File: config.mk
export PLATFORM = sky130hd
export DESIGN_NAME = nvc_host
export DESIGN_NICKNAME = d
export VERILOG_FILES = /design/src/pkg/nvc_pkg.sv /design/src/hdl/nvc_wait.sv /design/src/hdl/nvc_host.sv
export SDC_FILE = /design/constraint.sdc
export NUM_CORES = 1
export LEC_CHECK = 0
export BUFFER_PORTS_ARGS = -buffer_cell sky130_fd_sc_hd__buf_2
export CAP_MARGIN = 20
export CELL_PAD_IN_SITES_DETAIL_PLACEMENT = 0
export CELL_PAD_IN_SITES_GLOBAL_PLACEMENT = 2
export CORE_MARGIN = 4
export CORE_UTILIZATION = 33
export CTS_CLUSTER_DIAMETER = 200
export CTS_CLUSTER_SIZE = 28
export DETAILED_ROUTE_END_ITERATION = 12
export PLACE_DENSITY_LB_ADDON = 0.1
export SETUP_SLACK_MARGIN = 0.3
export SLEW_MARGIN = 10
export SYNTH_ARGS = -nofsm -noshare
export SYNTH_HDL_FRONTEND = slang
export SYNTH_HIERARCHICAL = 1
export SYNTH_SLANG_ARGS = --single-unit
export TNS_END_PERCENT = 1
File: constraint.sdc
create_clock -name clock -period 3.7 [get_ports clock]
set_input_delay 0.74 -clock clock [delete_from_list [all_inputs] [get_ports clock]]
set_output_delay 0.74 -clock clock [all_outputs]
set_load 0.01 [all_outputs]
File: src/pkg/nvc_pkg.sv
/*
  nvc_pkg: constants and carrier types for the host-side controller of a
  2K x 8 nonvolatile-shadowed asynchronous SRAM.
  Assumes a 125 MHz system clock; all pin timing is expressed in cycles.
*/
package nvc_pkg;
  localparam int          CLK_PERIOD_NS      = 8;
  localparam int          ADDR_W             = 11;
  localparam int          DATA_W             = 8;
  // pin phase timing (ns), rounded up to cycles
  localparam int          ACCESS_NS          = 45;
  localparam int          ACCESS_CYC         = (ACCESS_NS + CLK_PERIOD_NS - 1) / CLK_PERIOD_NS;
  localparam int          RECOVER_NS         = 16;
  localparam int          RECOVER_CYC        = (RECOVER_NS + CLK_PERIOD_NS - 1) / CLK_PERIOD_NS;
  // nonvolatile operation durations (least waits, rounded up)
  localparam int          STORE_MS           = 10;
  localparam int          STORE_CYC          = (STORE_MS * 1000000 + CLK_PERIOD_NS - 1) / CLK_PERIOD_NS;
  localparam int          NV_LOAD_TIME_US    = 20;
  localparam int          NV_LOAD_CYC        = (NV_LOAD_TIME_US * 1000 + CLK_PERIOD_NS - 1) / CLK_PERIOD_NS;
  localparam int          POWERUP_LOAD_TIME_US = 550;
  localparam int          POWERUP_LOAD_CYC   = (POWERUP_LOAD_TIME_US * 1000 + CLK_PERIOD_NS - 1) / CLK_PERIOD_NS;
  localparam int          WAIT_W             = 21;
  // unlock sequence addresses
  localparam logic [10:0] SEQ_A0             = 11'h000;
  localparam logic [10:0] SEQ_A1             = 11'h555;
  localparam logic [10:0] SEQ_A2             = 11'h2aa;
  localparam logic [10:0] SEQ_A3             = 11'h7ff;
  localparam logic [10:0] SEQ_A4             = 11'h0f0;
  localparam logic [10:0] SEQ_STORE          = 11'h70f;
  localparam logic [10:0] SEQ_LOAD           = 11'h70e;
  localparam logic [2:0]  SEQ_LEN            = 3'h6;

  typedef enum logic [1:0] {
    NVC_OP_READ,
    NVC_OP_WRITE,
    NVC_OP_STORE,
    NVC_OP_RECALL
  } nvc_op_t;

  typedef struct packed {
    nvc_op_t           op;
    logic [10:0]       addr;
    logic [7:0]        wdata;
  } nvc_req_t;

  typedef struct packed {
    logic              sel_n;
    logic              wr_n;
    logic              oe_n;
    logic [10:0]       addr;
  } nvc_pins_t;
endpackage : nvc_pkg

File: src/hdl/nvc_wait.sv
/*
  nvc_wait: loadable down-counter that times pin phases and nonvolatile
  busy periods. Assumes load and count are synchronous to clock.
*/
module nvc_wait
  import nvc_pkg::*;
#(
  parameter int W = WAIT_W
)(
  input  wire logic         clock,
  input  wire logic         rst,
  input  wire logic         ce,
  input  wire logic         load,
  input  wire logic [W-1:0] value,
  output logic              done
);
  logic [W-1:0] cnt_r;
  logic [W-1:0] cnt_nxt;

  assign cnt_nxt = load ? value : (cnt_r != '0 ? cnt_r - W'(1) : cnt_r);
  // done must not look at load: the parent derives load from done
  assign done    = (cnt_r == '0);

  always_ff @(posedge clock)
  begin
    if (rst)
      cnt_r <= '0;
    else if (ce)
      cnt_r <= cnt_nxt;
  end
endmodule : nvc_wait

File: src/hdl/nvc_host.sv
/*
  nvc_host: host controller for a 2K x 8 SRAM with nonvolatile shadow.
  Runs reads, writes and the six-access STORE/RECALL unlock sequences (chip
  select only, OE and WE high) on the pins, then waits out the device busy time. Assumes the device pins
  are wired directly; io_bus is split into in/out/enable by the bench.
*/
module nvc_host
  import nvc_pkg::*;
#(
  parameter int STORE_WAIT   = STORE_CYC,
  parameter int LOAD_WAIT    = NV_LOAD_CYC,
  parameter int POWERUP_WAIT = POWERUP_LOAD_CYC
)(
  input  wire logic              clock,
  input  wire logic              rst,
  input  wire logic              ce,
  input  wire logic              req_valid,
  output logic                   req_ready,
  input  wire nvc_req_t          req,
  output logic                   rsp_valid,
  output logic [DATA_W-1:0]      rsp_data,
  input  wire logic              supply_ok,
  output nvc_pins_t              pins,
  input  wire logic [DATA_W-1:0] io_bus_in,
  output logic [DATA_W-1:0]      io_bus_out,
  output logic                   io_bus_oe_n
);
  typedef enum logic [2:0] {
    NVC_ST_POWER,
    NVC_ST_IDLE,
    NVC_ST_ACCESS,
    NVC_ST_RECOVER,
    NVC_ST_BUSY
  } nvc_state_t;

  nvc_state_t          state_r;
  nvc_req_t            cur_r;
  logic [2:0]          step_r;
  logic                sel_n_r;
  logic                wr_n_r;
  logic                oe_n_r;
  logic [ADDR_W-1:0]   addr_r;
  logic [DATA_W-1:0]   dout_r;
  logic                drive_r;
  logic [DATA_W-1:0]   rdata_r;
  logic                rvalid_r;
  logic                supply_r;
  logic                wt_load;
  logic [WAIT_W-1:0]   wt_value;
  logic                wt_done;
  logic                is_seq;
  logic                last_step;
  logic [ADDR_W-1:0]   step_addr;
  logic                take;

  function automatic logic [ADDR_W-1:0] seq_addr(input logic [2:0] s, input nvc_op_t op);
    case (s)
      3'h0:    seq_addr = SEQ_A0;
      3'h1:    seq_addr = SEQ_A1;
      3'h2:    seq_addr = SEQ_A2;
      3'h3:    seq_addr = SEQ_A3;
      3'h4:    seq_addr = SEQ_A4;
      default: seq_addr = (op == NVC_OP_STORE) ? SEQ_STORE : SEQ_LOAD;
    endcase
  endfunction : seq_addr

  assign is_seq    = (cur_r.op == NVC_OP_STORE) || (cur_r.op == NVC_OP_RECALL);
  assign last_step = (step_r == SEQ_LEN - 3'h1);
  // below the trip level nothing is taken: a store is refused, others would be lost to the brownout
  assign req_ready = (state_r == NVC_ST_IDLE) && supply_ok;
  assign take      = req_valid && req_ready;
  assign step_addr = seq_addr(step_r, cur_r.op);

  // wait timer loads at each phase entry
  always_comb
  begin
    wt_load  = 1'b0;
    wt_value = '0;
    if (state_r == NVC_ST_POWER && supply_ok && !supply_r)
    begin
      wt_load  = 1'b1;
      wt_value = WAIT_W'(POWERUP_WAIT);
    end
    else if (take)
    begin
      wt_load  = 1'b1;
      wt_value = WAIT_W'(ACCESS_CYC);
    end
    else if (state_r == NVC_ST_ACCESS && wt_done)
    begin
      wt_load  = 1'b1;
      wt_value = WAIT_W'(RECOVER_CYC);
    end
    else if (state_r == NVC_ST_RECOVER && wt_done)
    begin
      wt_load = 1'b1;
      if (is_seq && last_step)
        wt_value = (cur_r.op == NVC_OP_STORE) ? WAIT_W'(STORE_WAIT) : WAIT_W'(LOAD_WAIT);
      else
        wt_value = WAIT_W'(ACCESS_CYC);
    end
  end

  nvc_wait #(
    .W     (WAIT_W)
  ) u_wait (
    .clock (clock),
    .rst   (rst),
    .ce    (ce),
    .load  (wt_load),
    .value (wt_value),
    .done  (wt_done)
  );

  always_ff @(posedge clock)
  begin
    if (rst)
    begin
      state_r  <= NVC_ST_POWER;
      cur_r    <= '0;
      step_r   <= 3'h0;
      supply_r <= 1'b0;
    end
    else if (ce)
    begin
      supply_r <= supply_ok;
      case (state_r)
        NVC_ST_POWER:
          // recall latched at power loss, wait restore after trip
          if (!supply_ok)
            state_r <= NVC_ST_POWER;
          else if (supply_r && wt_done)
            state_r <= NVC_ST_IDLE;
        NVC_ST_IDLE:
          if (take)
          begin
            cur_r   <= req;
            step_r  <= 3'h0;
            state_r <= NVC_ST_ACCESS;
          end
        NVC_ST_ACCESS:
          if (wt_done)
            state_r <= NVC_ST_RECOVER;
        NVC_ST_RECOVER:
          if (wt_done)
          begin
            if (is_seq && !last_step)
            begin
              step_r  <= step_r + 3'h1;
              state_r <= NVC_ST_ACCESS;
            end
            else if (is_seq)
              state_r <= NVC_ST_BUSY;
            else
              state_r <= NVC_ST_IDLE;
          end
        NVC_ST_BUSY:
          if (wt_done)
          begin
            step_r  <= 3'h0;
            state_r <= NVC_ST_IDLE;
          end
        default:
          state_r <= NVC_ST_POWER;
      endcase
      // brownout aborts everything and relatches the power-up recall
      if (!supply_ok && state_r != NVC_ST_POWER)
        state_r <= NVC_ST_POWER;
    end
  end

  // pin drivers; strobes only active in the access phase
  always_ff @(posedge clock)
  begin
    if (rst)
    begin
      sel_n_r  <= 1'b1;
      wr_n_r   <= 1'b1;
      oe_n_r   <= 1'b1;
      addr_r   <= '0;
      dout_r   <= '0;
      drive_r  <= 1'b0;
      rdata_r  <= '0;
      rvalid_r <= 1'b0;
    end
    else if (ce)
    begin
      rvalid_r <= 1'b0;
      if (take)
        addr_r <= (req.op == NVC_OP_READ || req.op == NVC_OP_WRITE) ? req.addr : SEQ_A0;
      else if (state_r == NVC_ST_RECOVER && wt_done && is_seq && !last_step)
        addr_r <= seq_addr(step_r + 3'h1, cur_r.op);
      if (state_r == NVC_ST_ACCESS && !wt_done)
      begin
        sel_n_r <= 1'b0;
        wr_n_r  <= (cur_r.op != NVC_OP_WRITE);
        oe_n_r  <= (cur_r.op != NVC_OP_READ);
        drive_r <= (cur_r.op == NVC_OP_WRITE);
        dout_r  <= cur_r.wdata;
      end
      else
      begin
        sel_n_r <= 1'b1;
        wr_n_r  <= 1'b1;
        oe_n_r  <= 1'b1;
        // keep data one cycle past strobe rise for hold time
        drive_r <= drive_r && (state_r == NVC_ST_ACCESS);
      end
      if (state_r == NVC_ST_ACCESS && wt_done && cur_r.op == NVC_OP_READ)
      begin
        rdata_r  <= io_bus_in;
        rvalid_r <= 1'b1;
      end
    end
  end

  assign pins.sel_n  = sel_n_r;
  assign pins.wr_n   = wr_n_r;
  assign pins.oe_n   = oe_n_r;
  assign pins.addr   = addr_r;
  assign io_bus_out  = dout_r;
  assign io_bus_oe_n = !drive_r;
  assign rsp_valid   = rvalid_r;
  assign rsp_data    = rdata_r;
endmodule : nvc_host

==> metrics.txt <==
RSZ-0062 raised after global routing=yes; Yosys warnings=6; H-Tree Depth=3; Area Overhead vs Synth=19.0%; Final ANT Viol Nets=0; most common cell after layout, fill and taps aside=dfxtp_1; Worst path depth=12; CTS Buf Count=9; Post-DP HPWL=7250 µm; DP Area=4170 µm²; Worst R2R End=u_wait/cnt_r[9]$_SDFFE_PP0P_; final setup fails=0; design area=4500 µm²; Worst Skew=0.00692 ns; PD cells=468 nW/µm²; placed cell count=652; Seq/Total Area, Yosys=37.1%; CP max stage cell=or4_1; largest net degree at the start of global routing=50; Die Span Y=115 µm; fin cells=670; die width=115 µm; Required @ worst endpoint=3.93 ns; final period utilization=86.7%; Slew @ Worst Pin=0.821 ns; initial DRC count=270; R2R depth=12; Worst Setup End Kind=register; crit-path max cell delay=0.63 ns; Post-Syn Area=3780 µm²; R2R Setup Slk=0.49 ns; CTS tree=built; Max-Cap Viols=0; number of port buffers=66; met2 usage=27.7%; CP startpoint=u_wait/cnt_r[5]$_SDFFE_PP0P_; final hold viol count=0; syn avg cell area=8.13 µm²; drc violations=0; Tot GR Track Use=16.5%; effective utilization at floorplan=34.3%; worst vdd ir=0.256 mV; vias in the first global route=3,367; vias per inst=5.16; Distinct cells, synth=67; CP Max Fanout=11; Routed WL per cell=15.6 µm; GR Layer Usage met3=3.84%; routed via count=3,455; fin nets=566; CP Capture Point=u_wait/cnt_r[9]$_SDFFE_PP0P_; worst min-delay path class=register to register; first-pass GRT wire length=17,300 µm; final WL=10,500 µm; Die Area=13,200 µm²; Slew Limit Fails=0; Tmin final=3.21 ns; most frequent cells in the layout=dfxtp_1 (70), buf_2 (66), nand2_1 (60); most used cell, CP=nand2_1; gr busiest metal=met2; FP Rows=38; Critical Path Start Type=register; Critical path buffers and inverters=2; Filler cells=1,177; diode count=0; Rel. slew slack=45.0%; share of cells above drive strength 1=22.1%; Leak Pwr=0.00192 µW; crit path DAT=3.44 ns; post-route total power=2100 µW; fmax=0.312 GHz; clock slew at reported path FFs=0.06 ns; Synth Register Bits=70; IO Pins=67; core footprint=11,000 µm²; CP cell instances=or4_1, nor3_4, and3_2, nand2_2, and3_1, nand2_1, inv_1, and2_1, a31oi_1, buf_4, nand2_1, a31o_1; Final TNS setup=0 ns; Root Buffer=clkbuf_16; antenna violations before repair=0; Clock Latency Late Sink=0.34 ns; GRT overflow=0; GPL Wtd Cong=0.751; cell count after synthesis=465; EDFF count, synth=0; met1 Usage GRT=20.9%; Sinks on Clock Net=70; outcome=finished, final reports clean; asr flop ratio synth=0%; Setup CP Type=register to register; Synth Flop Type=dfxtp_1; Critical R2R Launch=u_wait/cnt_r[5]$_SDFFE_PP0P_; cell family with most CP delay=simple AND/OR/NAND/NOR gates; Clock Tree Buf Depth=2; First-pass DRT Iterations=4
-- flip-flops by register name, summed over array words and instances (netlist names) --
| register | flops |
|---|---|
| u_wait/cnt_r | 21 |
| addr_r | 11 |
| cur_r | 10 |
| io_bus_out | 8 |
| rsp_data | 8 |
| state_r | 3 |
| step_r | 3 |
| drive_r | 1 |
| oe_n_r | 1 |
| rsp_valid | 1 |
| sel_n_r | 1 |
| supply_r | 1 |
| wr_n_r | 1 |
-- metal layers --
layer | part of all wire [%] | vias up | wire, µm
met3 | 3.1 | 10 | 326
met4 | 1.1 | 0 | 117
met1 | 46 | 1617 | 4810
li1 | - | 1767 | -
met5 | 0 | - | 0
met2 | 50 | 61 | 5220
-- worst min-delay path by stage --
stage / startpoint / endpoint / slack [ns] / cells past startpoint
2_1_floorplan: cur_r[0]$_SDFFE_PP0P_ / cur_r[0]$_SDFFE_PP0P_ / 0.44 / 2
3_3_place_gp: cur_r[2]$_SDFFE_PP0P_ / cur_r[2]$_SDFFE_PP0P_ / 0.44 / 2
3_5_place_dp: cur_r[2]$_SDFFE_PP0P_ / cur_r[2]$_SDFFE_PP0P_ / 0.45 / 2
4_1_cts: cur_r[1]$_SDFFE_PP0P_ / cur_r[1]$_SDFFE_PP0P_ / 0.46 / 2
5_1_grt: cur_r[0]$_SDFFE_PP0P_ / cur_r[0]$_SDFFE_PP0P_ / 0.48 / 2
6_report: cur_r[1]$_SDFFE_PP0P_ / cur_r[1]$_SDFFE_PP0P_ / 0.45 / 2
-- Yosys cell counts, drive strengths merged, types with 11 or more instances --
library cell	number	area (µm²)
o21ai	26	141
nor3	18	106
dfxtp	70	1400
a21oi	46	230
a211oi	14	110
mux2i	20	200
clkbuf	17	63.8
nor2	54	208
nand2	61	231
nand2b	11	68.8
inv	12	45.0
buf	16	128
-- area by class of cell --
cell class | count | area (µm²) | area share [%]
clock buffers | 10 | 239 | 5.31
clock inverters | 6 | 70.1 | 1.56
inverters | 12 | 45.0 | 1.00
multi-input cells | 357 | 2170 | 48.3
flip-flops and latches | 70 | 1400 | 31.1
well taps | 140 | 175 | 3.89
repair buffers | 75 | 398 | 8.84
-- cells by family after synthesis --
logic type / synth area share, %
AO/OA/AOI/OAI: 21.9
adder cells (fa/ha/maj): 2.32
buffers and inverters: 6.25
flip-flops: 37.1
multiplexers: 5.59
other: 0.0992
AND/OR/NAND/NOR: 26.8
-- stage by stage --
step	hold slack [ns]	util, %	worst slack [ns]
finish	0.454	40.8	0.492
global placement	0.442	37.8	0.539
global route	0.477	40.8	0.276
detailed placement	0.449	37.8	0.440
floorplan	0.436	-	0.747
CTS	0.458	40.6	0.419
-- report_power, final --
group          leakage [µW]  switching, µW  internal [µW]
registers          0.000567           29.5            783
logic               0.00120            243            154
clock network      0.000153            351            545
total               0.00192            623           1480
-- tightest hold or removal path, delay by kind of cell (launching register included) --
| family | cells | cell delay, ns |
|---|---|---|
| AO/OA/AOI/OAI | 1 | 0.05 |
| flip-flops | 1 | 0.31 |
| AND/OR/NAND/NOR | 1 | 0.05 |
-- repair_timing --
action / CTS / global route
hold buffers: 0 / 0
setup endpoints to repair: 0 / 8
hold endpoints to repair: 0 / 0
buffers inserted: 0 / 2
resized for setup: 0 / 1
Note: power is estimated with default switching activity, not from simulation.
